`config.mk`:
```
export PLATFORM = sky130hd
export DESIGN_NAME = dual_timer_counter_toggle
export DESIGN_NICKNAME = d
export VERILOG_FILES = /design/src/timer_pkg.sv /design/src/dual_timer_counter_toggle.sv
export SDC_FILE = /design/constraint.sdc
export NUM_CORES = 1
export LEC_CHECK = 0
export ABC_AREA = 1
export BUFFER_PORTS_ARGS = -buffer_cell sky130_fd_sc_hd__buf_2
export CAP_MARGIN = 20
export CORE_MARGIN = 2
export CORE_UTILIZATION = 45
export CTS_CLUSTER_SIZE = 40
export DETAILED_ROUTE_END_ITERATION = 10
export PLACE_DENSITY_LB_ADDON = 0.05
export SLEW_MARGIN = 20
export SYNTH_ARGS = -nofsm -noshare
export SYNTH_HDL_FRONTEND = slang
export SYNTH_SLANG_ARGS = --single-unit
export TNS_END_PERCENT = 20
```
`constraint.sdc`:
```
create_clock -name sys_clk -period 3 [get_ports sys_clk]
set_input_delay 0.75 -clock sys_clk [delete_from_list [all_inputs] [get_ports sys_clk]]
set_output_delay 0.75 -clock sys_clk [all_outputs]
set_load 0.01 [all_outputs]
```
`src/timer_pkg.sv`:
```
// Constants, register map and types of the dual timer/counter.
// Assumes one 8-bit register port, one clock and an active-low reset.
package timer_pkg;

	// Register port
	localparam int ADDR_W = 3;
	localparam int DATA_W = 8;
	localparam logic [ADDR_W-1:0] OFS_MODE = 3'h0;
	localparam logic [ADDR_W-1:0] OFS_CTRL = 3'h1;
	localparam logic [ADDR_W-1:0] OFS_LOW0 = 3'h2;
	localparam logic [ADDR_W-1:0] OFS_HIGH0 = 3'h3;
	localparam logic [ADDR_W-1:0] OFS_LOW1 = 3'h4;
	localparam logic [ADDR_W-1:0] OFS_HIGH1 = 3'h5;
	localparam logic [ADDR_W-1:0] OFS_PORTMODE = 3'h6;

	// Control register fields
	localparam int CTRL_OVF1_BIT = 7;
	localparam int CTRL_RUN1_BIT = 6;
	localparam int CTRL_OVF0_BIT = 5;
	localparam int CTRL_RUN0_BIT = 4;

	// Port mode register fields
	localparam int PM_TOGGLE0_BIT = 0;
	localparam int PM_TOGGLE1_BIT = 1;

	// Mode register: timer 1 nibble high, timer 0 nibble low
	localparam int NIBBLE_W = 4;
	localparam int MODE_T1_LSB = 4;
	localparam int MODE_T0_LSB = 0;

	// Thirteen-bit mode uses the low five bits of the low byte
	localparam int LOW13_BITS = 5;

	// Timing: one machine cycle is six CPU clocks
	localparam int MACHINE_CLOCKS = 6;
	localparam int PRESCALE_W = 3;
	localparam logic [PRESCALE_W-1:0] PRESCALE_LAST =
		PRESCALE_W'(MACHINE_CLOCKS - 1);

	localparam logic [DATA_W-1:0] RESET_BYTE = 8'h00;

	typedef enum logic [1:0] {
		MODE13 = 2'b00,
		MODE16 = 2'b01,
		RELOAD8 = 2'b10,
		SPLIT8 = 2'b11
	} mode_t;

	typedef struct packed {
		logic gate;
		logic counterSel;
		mode_t mode;
	} modeNibble_t;

	typedef struct packed {
		logic ovf;
		logic [DATA_W-1:0] low;
		logic [DATA_W-1:0] high;
	} stepResult_t;

endpackage : timer_pkg

```
`src/dual_timer_counter_toggle.sv`:
```
// Two timer/counters with gating, overflow flags and toggle outputs.
// Assumes count and gate pins are synchronous to sys_clk; the count pins
// are two-way, driven only while their toggle output is enabled.
//
// The register offsets and the address-and-strobe port were decided locally.
`timescale 1ns/1ps
`default_nettype none

module dual_timer_counter_toggle
	import timer_pkg::*;
(
	input wire logic sys_clk, // 40 MHz CPU clock
	input wire logic reset_n, // Asynchronous reset
	input wire logic [ADDR_W-1:0] regAddr, // Register address
	input wire logic [DATA_W-1:0] regWdata, // Write data
	input wire logic regWr, // Write strobe
	input wire logic regRd, // Read strobe
	output logic [DATA_W-1:0] regRdata, // Read data, cycle after strobe
	input wire logic [1:0] countPinIn, // Count pin levels
	output logic [1:0] countPinOut, // Toggle output levels
	output logic [1:0] countPinOeN, // Low while pin is driven
	input wire logic [1:0] gatePin, // External gate pins
	input wire logic [1:0] overflowServiced, // Interrupt service pulses
	output logic [1:0] overflowFlag, // Overflow flags
	output logic baudTick // Timer 1 overflow pulse
);

	////////////////////////////////////////////////////////////////////////
	// Registers

	logic [PRESCALE_W-1:0] prescale;
	logic tick;
	modeNibble_t mode0;
	modeNibble_t mode1;
	logic [1:0] runBit;
	logic [1:0] toggleEnable;
	logic [DATA_W-1:0] lowByte0;
	logic [DATA_W-1:0] highByte0;
	logic [DATA_W-1:0] lowByte1;
	logic [DATA_W-1:0] highByte1;
	logic [1:0] pinSample;
	logic [1:0] edgeHit;

	stepResult_t step0;
	stepResult_t step1;
	logic split;
	logic en0;
	logic en1;
	logic enHigh0;
	logic ovf0;
	logic ovf1;
	logic ovfHigh0;
	logic [1:0] ovfSet;
	logic [1:0] toggleOvf;
	logic wrCtrl;
	logic wrMode;
	logic wrPort;
	logic wrLow0;
	logic wrHigh0;
	logic wrLow1;
	logic wrHigh1;

	////////////////////////////////////////////////////////////////////////
	// Functions

	// One count step of a timer in the given mode
	function automatic stepResult_t stepCount(
		input mode_t m,
		input logic [DATA_W-1:0] lo,
		input logic [DATA_W-1:0] hi
	);
		stepResult_t r;
		logic [DATA_W+LOW13_BITS-1:0] sum13;
		logic [2*DATA_W-1:0] sum16;
		r = '{ovf: 1'b0, low: lo, high: hi};
		sum13 = {hi, lo[LOW13_BITS-1:0]} + 13'h1;
		sum16 = {hi, lo} + 16'h1;
		unique case (m)
			MODE13: begin
				r.ovf = &{hi, lo[LOW13_BITS-1:0]};
				r.low = {lo[DATA_W-1:LOW13_BITS],
					sum13[LOW13_BITS-1:0]};
				r.high = sum13[DATA_W+LOW13_BITS-1:LOW13_BITS];
			end
			MODE16: begin
				r.ovf = &{hi, lo};
				r.high = sum16[2*DATA_W-1:DATA_W];
				r.low = sum16[DATA_W-1:0];
			end
			RELOAD8: begin
				r.ovf = &lo;
				r.low = r.ovf ? hi : lo + 8'h1;
			end
			SPLIT8: begin
				r.ovf = &lo;
				r.low = lo + 8'h1;
			end
		endcase
		return r;
	endfunction : stepCount

	// Write strobe aimed at one register
	function automatic logic wrHit(
		input logic wr,
		input logic [ADDR_W-1:0] addr,
		input logic [ADDR_W-1:0] ofs
	);
		return wr && (addr == ofs);
	endfunction : wrHit

	// Register read multiplexer
	function automatic logic [DATA_W-1:0] readMux(
		input logic [ADDR_W-1:0] a
	);
		logic [DATA_W-1:0] d;
		d = RESET_BYTE;
		unique case (a)
			OFS_MODE: d = {mode1, mode0};
			OFS_CTRL: begin
				d[CTRL_OVF1_BIT] = overflowFlag[1];
				d[CTRL_RUN1_BIT] = runBit[1];
				d[CTRL_OVF0_BIT] = overflowFlag[0];
				d[CTRL_RUN0_BIT] = runBit[0];
			end
			OFS_LOW0: d = lowByte0;
			OFS_HIGH0: d = highByte0;
			OFS_LOW1: d = lowByte1;
			OFS_HIGH1: d = highByte1;
			OFS_PORTMODE: begin
				d[PM_TOGGLE0_BIT] = toggleEnable[0];
				d[PM_TOGGLE1_BIT] = toggleEnable[1];
			end
			default: d = RESET_BYTE;
		endcase
		return d;
	endfunction : readMux

	////////////////////////////////////////////////////////////////////////
	// Machine cycle prescaler

	always_ff @(posedge sys_clk or negedge reset_n) begin
		if (!reset_n) begin
			prescale <= '0;
		end else if (prescale == PRESCALE_LAST) begin
			prescale <= '0;
		end else begin
			prescale <= prescale + 3'h1;
		end
	end

	assign tick = (prescale == PRESCALE_LAST);

	////////////////////////////////////////////////////////////////////////
	// Count pin fall detection, one per timer

	// Starts low, so a pin held low at reset is no fall
	for (genvar i = 0; i < 2; i++) begin : gEdge
		always_ff @(posedge sys_clk or negedge reset_n) begin
			if (!reset_n) begin
				pinSample[i] <= 1'b0;
				edgeHit[i] <= 1'b0;
			end else if (tick) begin
				pinSample[i] <= countPinIn[i];
				edgeHit[i] <= pinSample[i] & ~countPinIn[i];
			end
		end
	end

	////////////////////////////////////////////////////////////////////////
	// Count enables and overflow detection

	always_comb begin
		step0 = stepCount(mode0.mode, lowByte0, highByte0);
		step1 = stepCount(mode1.mode, lowByte1, highByte1);
		split = (mode0.mode == SPLIT8);
		en0 = tick & runBit[0] & (~mode0.gate | gatePin[0])
			& (mode0.counterSel ? edgeHit[0] : 1'b1);
		// Split mode: high byte 0 borrows timer 1 run bit and flag
		enHigh0 = tick & split & runBit[1];
		en1 = tick & (mode1.mode != SPLIT8)
			& (split ? 1'b1 : runBit[1] & (~mode1.gate | gatePin[1]))
			& (mode1.counterSel ? edgeHit[1] : 1'b1);
	end

	always_comb begin
		ovf0 = en0 & step0.ovf;
		ovf1 = en1 & step1.ovf;
		ovfHigh0 = enHigh0 & (&highByte0);
		ovfSet[0] = ovf0;
		ovfSet[1] = split ? ovfHigh0 : ovf1;
		toggleOvf[0] = ovf0;
		toggleOvf[1] = ovf1;
	end

	////////////////////////////////////////////////////////////////////////
	// Register write decode

	always_comb begin
		wrMode = wrHit(regWr, regAddr, OFS_MODE);
		wrCtrl = wrHit(regWr, regAddr, OFS_CTRL);
		wrPort = wrHit(regWr, regAddr, OFS_PORTMODE);
		wrLow0 = wrHit(regWr, regAddr, OFS_LOW0);
		wrHigh0 = wrHit(regWr, regAddr, OFS_HIGH0);
		wrLow1 = wrHit(regWr, regAddr, OFS_LOW1);
		wrHigh1 = wrHit(regWr, regAddr, OFS_HIGH1);
	end

	////////////////////////////////////////////////////////////////////////
	// Configuration registers

	always_ff @(posedge sys_clk or negedge reset_n) begin
		if (!reset_n) begin
			mode0 <= modeNibble_t'(RESET_BYTE[NIBBLE_W-1:0]);
			mode1 <= modeNibble_t'(RESET_BYTE[NIBBLE_W-1:0]);
		end else if (wrMode) begin
			mode1 <= regWdata[MODE_T1_LSB+:NIBBLE_W];
			mode0 <= regWdata[MODE_T0_LSB+:NIBBLE_W];
		end
	end

	// Run writes never touch the count bytes
	always_ff @(posedge sys_clk or negedge reset_n) begin
		if (!reset_n) begin
			runBit <= '0;
		end else if (wrCtrl) begin
			runBit[1] <= regWdata[CTRL_RUN1_BIT];
			runBit[0] <= regWdata[CTRL_RUN0_BIT];
		end
	end

	always_ff @(posedge sys_clk or negedge reset_n) begin
		if (!reset_n) begin
			toggleEnable <= '0;
		end else if (wrPort) begin
			toggleEnable[0] <= regWdata[PM_TOGGLE0_BIT];
			toggleEnable[1] <= regWdata[PM_TOGGLE1_BIT];
		end
	end

	////////////////////////////////////////////////////////////////////////
	// Timer 0 count bytes
	// Software writes win over a coincident increment

	always_ff @(posedge sys_clk or negedge reset_n) begin
		if (!reset_n) begin
			lowByte0 <= RESET_BYTE;
		end else if (wrLow0) begin
			lowByte0 <= regWdata;
		end else if (en0) begin
			lowByte0 <= step0.low;
		end
	end

	always_ff @(posedge sys_clk or negedge reset_n) begin
		if (!reset_n) begin
			highByte0 <= RESET_BYTE;
		end else if (wrHigh0) begin
			highByte0 <= regWdata;
		end else if (enHigh0) begin
			highByte0 <= highByte0 + 8'h1;
		end else if (en0 && !split) begin
			highByte0 <= step0.high;
		end
	end

	////////////////////////////////////////////////////////////////////////
	// Timer 1 count bytes

	always_ff @(posedge sys_clk or negedge reset_n) begin
		if (!reset_n) begin
			lowByte1 <= RESET_BYTE;
		end else if (wrLow1) begin
			lowByte1 <= regWdata;
		end else if (en1) begin
			lowByte1 <= step1.low;
		end
	end

	always_ff @(posedge sys_clk or negedge reset_n) begin
		if (!reset_n) begin
			highByte1 <= RESET_BYTE;
		end else if (wrHigh1) begin
			highByte1 <= regWdata;
		end else if (en1) begin
			highByte1 <= step1.high;
		end
	end

	////////////////////////////////////////////////////////////////////////
	// Overflow flags: a hardware set wins over any clear

	for (genvar i = 0; i < 2; i++) begin : gFlag
		localparam int FLAG_BIT = (i == 0) ? CTRL_OVF0_BIT : CTRL_OVF1_BIT;
		always_ff @(posedge sys_clk or negedge reset_n) begin
			if (!reset_n) begin
				overflowFlag[i] <= 1'b0;
			end else if (ovfSet[i]) begin
				overflowFlag[i] <= 1'b1;
			end else if (wrCtrl) begin
				overflowFlag[i] <= regWdata[FLAG_BIT];
			end else if (overflowServiced[i]) begin
				overflowFlag[i] <= 1'b0;
			end
		end
	end

	////////////////////////////////////////////////////////////////////////
	// Toggle outputs on the count pins

	for (genvar i = 0; i < 2; i++) begin : gToggle
		always_ff @(posedge sys_clk or negedge reset_n) begin
			if (!reset_n) begin
				countPinOeN[i] <= 1'b1;
			end else begin
				countPinOeN[i] <= ~toggleEnable[i];
			end
		end

		// Pin parks high while its toggle is off
		always_ff @(posedge sys_clk or negedge reset_n) begin
			if (!reset_n) begin
				countPinOut[i] <= 1'b1;
			end else if (!toggleEnable[i]) begin
				countPinOut[i] <= 1'b1;
			end else if (toggleOvf[i]) begin
				countPinOut[i] <= ~countPinOut[i];
			end
		end
	end

	////////////////////////////////////////////////////////////////////////
	// Baud source and read data

	always_ff @(posedge sys_clk or negedge reset_n) begin
		if (!reset_n) begin
			baudTick <= 1'b0;
		end else begin
			// Timer 1 overflow, also while timer 0 is split
			baudTick <= ovf1;
		end
	end

	always_ff @(posedge sys_clk or negedge reset_n) begin
		if (!reset_n) begin
			regRdata <= RESET_BYTE;
		end else if (regRd) begin
			regRdata <= readMux(regAddr);
		end else begin
			regRdata <= RESET_BYTE;
		end
	end

endmodule : dual_timer_counter_toggle

`default_nettype wire

```
# Word level (Yosys, flattened, before mapping)
# Index checks and enable logic that the tools add are counted.
# word_totals
register_bits	66
in_bits	21
output_inout_bits	15
word_cells	142
# op_classes
add_sub_neg	8
eq_ne	18
n_mux	34
bitwise_logic	24
reduce_logical	31
# op_table
cell	count
8-bit two-way mux	12
9-bit one-hot mux with 4 select lines	2
16-bit by 1-bit adder with 16-bit output, second input constant	2
8-bit one-hot mux with 2 select lines	2
16-bit AND reduction	2
13-bit by 1-bit adder with 13-bit output, second input constant	2
13-bit AND reduction	2
8-bit by 1-bit adder with 8-bit output, second input constant	3
4-bit one-hot mux with 6 select lines	1
8-bit AND reduction	3
1-bit AND	14
1-bit two-way mux	14
3-bit equality test, second input constant	4
2-bit one-hot mux with 6 select lines	1
3-bit nonzero test	4
2-bit one-hot mux with 5 select lines	1
2-bit equality test, second input constant	4
1-bit logical AND	8
1-bit NOT	8
2-bit AND reduction	4
3-bit by 2-bit equality test with 1-bit output, second input constant	2
2-bit != test, second input constant	3
2-bit nonzero test	3
2-bit by 1-bit equality test with 1-bit output, second input constant	2
other kinds (9)	12

# Depth between registers and ports, before layout
# logic_depth
ltp_word	9
ltp_mapped	11
depth_no_buf	11

# Worst setup path before layout
# OpenSTA, ideal clock, no wires.
# synth_path
path_kind	input to register
start	input port regAddr[2]
end	register lowByte0[3]
setup_ps	124
arrival_ps	1706
t_required_ps	2876
path_slack_ps	1170
path_stages	8
n_path_buf	1
cell_sequence	buf_2 nor2_4 nand2_2 nor2_4 inv_2 nand2_2 o22ai_1 o21bai_1
# synth_via
elab_chain_cells	3
elab_cells_between_ends	4
cone_classes	1 x eq/ne; 1 x mux; 2 x reduce/logical
# synth_rtl
item	line	rtl
from (decl)	dual_timer_counter_toggle.sv:14	input wire logic [ADDR_W-1:0] regAddr,
3-bit by 2-bit equality test with 1-bit output *	dual_timer_counter_toggle.sv:108	return wr && (addr == ofs);
1-bit logical AND *	dual_timer_counter_toggle.sv:108	
8-bit two-way mux / 2-bit nonzero test (equally long branches)	n/a	
to (signal assigned)	dual_timer_counter_toggle.sv:248	lowByte0 <= regWdata;
to (signal assigned)	dual_timer_counter_toggle.sv:250	lowByte0 <= step0.low;
to (decl)	dual_timer_counter_toggle.sv:37	logic [DATA_W-1:0] lowByte0;
# Every way passes the cells marked *; elsewhere a longest branch is shown, timed or not.
# A chain may end at the register's enable or synchronous reset.

# Worst setup path after layout
# layout_path
start	register lowByte0[0]
end	register lowByte0[7]
# layout_via
elab_chain_cells	5
elab_cells_between_ends	7
cone_classes	2 x add/sub; 4 x mux; 1 x reduce/logical
# layout_rtl
item	line	rtl
8-bit by 1-bit adder with 8-bit output / 8-bit AND reduction (equally long branches)	dual_timer_counter_toggle.sv:92, dual_timer_counter_toggle.sv:96, dual_timer_counter_toggle.sv:91	
8-bit two-way mux	dual_timer_counter_toggle.sv:92	r.low = r.ovf ? hi : lo + 8'h1;
9-bit one-hot mux with 4 select lines *	dual_timer_counter_toggle.sv:78	unique case (m)
8-bit two-way mux *	dual_timer_counter_toggle.sv:249	end else if (en0) begin
8-bit two-way mux *	dual_timer_counter_toggle.sv:247	end else if (wrLow0) begin
# Every way passes the cells marked *; elsewhere a longest branch is shown, timed or not. The select of a mux whose other input is x is not followed.

==> metrics.md <==
| Metric | Value |
|---|---|
| Status | complete, no violations |
| Clock sink count | 66 |
| Worst-path clk slew | 0.08 ns |
| Place WS | 0.966 ns |
| Total power draw | 3300 uW |
| Synthesis Warnings | 0 |
| Layout cells sized above 1 | 14.1% |
| Wirelength, routed | 13600 um |
| Largest net degree at the start of global routing | 38 |
| Port buffer count | 35 |
| Routed vias | 4324 |
| Final worst slack | 1.15 ns |
| Final setup vio count | 0 |
| 1st-iter DRT viols | 348 |
| Post-cts resize count | 0 |
| Die Y-Extent | 103 um |
| Final worst-path cycle share | 61.5% |
| Syn Area/Cell | 6.81 um2 |
| Syn nets | 672 |
| #FFs+latches synth | 66 |
| Critical path, cell by cell | ha_1 -> nand2_1 -> nor2_1 -> nand2_1 -> nor2_2 -> a21oi_1 -> o21ai_0 -> nand3_1 -> nand2_1 |
| Seq/Total Area, Yosys | 37.6% |
| Antenna Violating Nets Remaining | 0 |
| Tightest Pin Transition | 0.707 ns |
| Fmax | 0.542 GHz |
| Core Region | 9640 um2 |
| Layout area overhead | 12.7% |
| Adder-cell area share of the yosys netlist | 0.851% |
| Worst Hold Class | input port to asynchronous set/reset pin |
| Setup TNS Final | 0 ns |
| Netlist cell types | 35 |
| GPL Wtd Cong | 0.941 |
| DR vias/cell | 5.23 |
| RSZ-0062 raised after global routing | false |
| Fin. Hold Viols | 0 |
| Min Tclk post-route | 1.85 ns |
| Total leakage power | 0.00261 uW |
| CP startpoint kind | register |
| Row cnt | 36 |
| Mux share of post-synthesis cell area | 0% |
| Htree depth | 3 |
| DIE WIDTH | 103 um |
| Drt drc | 0 |
| CP Max Fanout | 5 |
| Vias in the first global route | 4024 |
| Max-Cap Viols | 0 |
| Setup Buffers After CTS | 0 |
| Critical path buffer and inverter count | 0 |
| First-pass GRT wire length | 21700 um |
| CP peak stage delay | 0.45 ns |
| Largest delay share family, worst path | simple AND/OR/NAND/NOR gates |
| Final setup skew | 0.0167 ns |
| Main combinational cell family by area after synthesis | simple AND/OR/NAND/NOR gates |
| Arrival time at the worst endpoint | 2.13 ns |
| Num CTS Buffers | 9 |
| Crit path top cell by count | nand2_1 |
| Compound-Gate Fraction of Synth Area | 13.1% |
| Synth Instances | 648 |
| P per Cell Area | 663 nW/um2 |
| CTS tree | done |
| Skew-Pair Late Insertion Delay | 0.35 ns |
| Critical path required time | 3.28 ns |
| Clock root cell | clkbuf_8 |
| Antenna Cells | 0 |
| Half-perimeter wire length after placement | 10700 um |
| Nets | 712 |
| Mapped cell area | 4410 um2 |
| Final Max Slew Viols | 0 |
| Critical Path End Type | register |
| Grt total ovfl | 0 |
| Slowest cell on crit path | dfrtp_1 |
| Max_slew headroom | 52.9% |
| Xor-xnor portion of the synthesized cell area | 1.99% |
| Hold_buf cts | 0 |
| Clk buf depth | 2 |
| # IOs | 36 |
| Post-Synth Simple-Gate Area | 36.7% |
| Wire length per cell | 16.5 um |
| Starting Density | 45.8% |
| Worst VDD drop | 0.345 mV |
| Drt first pass iters | 5 |
| Antenna violations before repair | 0 |
| DIE AREA | 10600 um2 |
| Crit path kind | register to register |
| GRT Overall Usage | 27.3% |
metal layers:
metal	global-route usage, %	vias up	wire length [um]	share of wire (%)
met2	41.5	155	6000	44
met1	40.3	1979	6530	48
met5	0	-	0	0
li1	-	2169	-	-
met4	7.19	0	197	1.4
met3	4.68	21	887	6.5
cells in the final DEF (no fill, tap or decap), drive strengths merged:
master,count
clkbuf,10
nand2,223
nand3,52
xor2,9
inv,108
bufinv,2
dfrtp,62
a31oi,4
buf,36
clkinv,1
nor3,11
and3,1
o21bai,8
o211ai,4
xnor2,1
nor2,56
ha,3
nand4,16
o22ai,23
nand3b,2
o21ai,43
a21oi,12
dfstp,4
a22oi,2
cell usage after synthesis:
library cell  instances  area, um2
o21ai_2               2       17.5
o21ai_0              34        170
buf_4                 1       7.51
nor2_4                4       45.0
a21oi_1              10       50.1
nor2_2                4       25.0
nor3_2                1       10.0
nand2_4               2       22.5
nor3_4                2       32.5
a31oi_1               4       25.0
a22oi_1               2       15.0
nand3_2               3       30.0
o22ai_1              23        144
dfrtp_1              62       1550
nand2_1             211        792
nor3_1                8       40.0
nand3_4               1       17.5
clkbuf_1              1       3.75
buf_2                 5       25.0
nand3_1              48        240
inv_2                11       41.3
o211ai_1              4       30.0
nand3b_1              2       15.0
nand2_2              10       62.6
and3_1                1       6.26
xor2_1                9       78.8
ha_1                  3       37.5
dfstp_2               4        105
inv_1                94        353
nor2_1               48        180
nand4_1              16        100
o21bai_1              8       60.1
a21oi_4               2       32.5
xnor2_1               1       8.76
o21ai_1               7       35.0
final cells by class:
type	count	area (um2)
timing repair buffer	36	195
clock buffer	10	138
clock inverter	6	95.1
multi-input combinational	470	2320
fill	1012	4670
inverter	105	394
sequential	66	1660
tap	133	166
flip-flops by register name, indices dropped and copies added (netlist names):
| signal | flops |
|---|---|
| baudTick | 1 |
| countPinOeN | 2 |
| countPinOut | 2 |
| edgeHit | 2 |
| highByte0 | 8 |
| highByte1 | 8 |
| lowByte0 | 8 |
| lowByte1 | 8 |
| mode0 | 4 |
| mode1 | 4 |
| overflowFlag | 2 |
| pinSample | 2 |
| prescale | 3 |
| regRdata | 8 |
| runBit | 2 |
| toggleEnable | 2 |
kinds of logic after synthesis:
kind of cell | count (synthesis)
compound gates | 96
flops | 66
simple gates | 361
fa+ha+maj | 3
buf+inv | 112
xor+xnor | 10
worst paths after layout:
kind / cells past startpoint / endpoint / startpoint / slack (ns)
max reg2reg: 9 / lowByte0[7] / lowByte0[0] / 1.15
min: 1 / pinSample[0] / reset_n / 0.45
min reg2reg: 1 / countPinOeN[1] / toggleEnable[1] / 0.49
max in group asynchronous: 2 / countPinOut[0] / reset_n / 1.85
min in group sys_clk: 1 / countPinOeN[1] / toggleEnable[1] / 0.49
max: 9 / lowByte0[7] / lowByte0[0] / 1.15
where the power goes:
group          leakage (uW)  switching (uW)  internal [uW]
Combinational       0.00165             618            352
Clock              0.000118             391            501
Sequential         0.000835             325           1110
metrics by stage:
step | std cells | cell area, um2 | hold WS, ns | utilization, %
finish | 826 | 4970 | 0.446 | 51.5
global route | 826 | 4970 | 0.483 | 51.5
CTS | 826 | 4970 | 0.463 | 51.5
detailed placement | 810 | 4740 | 0.478 | 49.1
global placement | 810 | 4740 | 0.472 | 49.1
floorplan | 648 | 4410 | 0.404 | -
No activity file was read; power rests on OpenSTA's default activity.
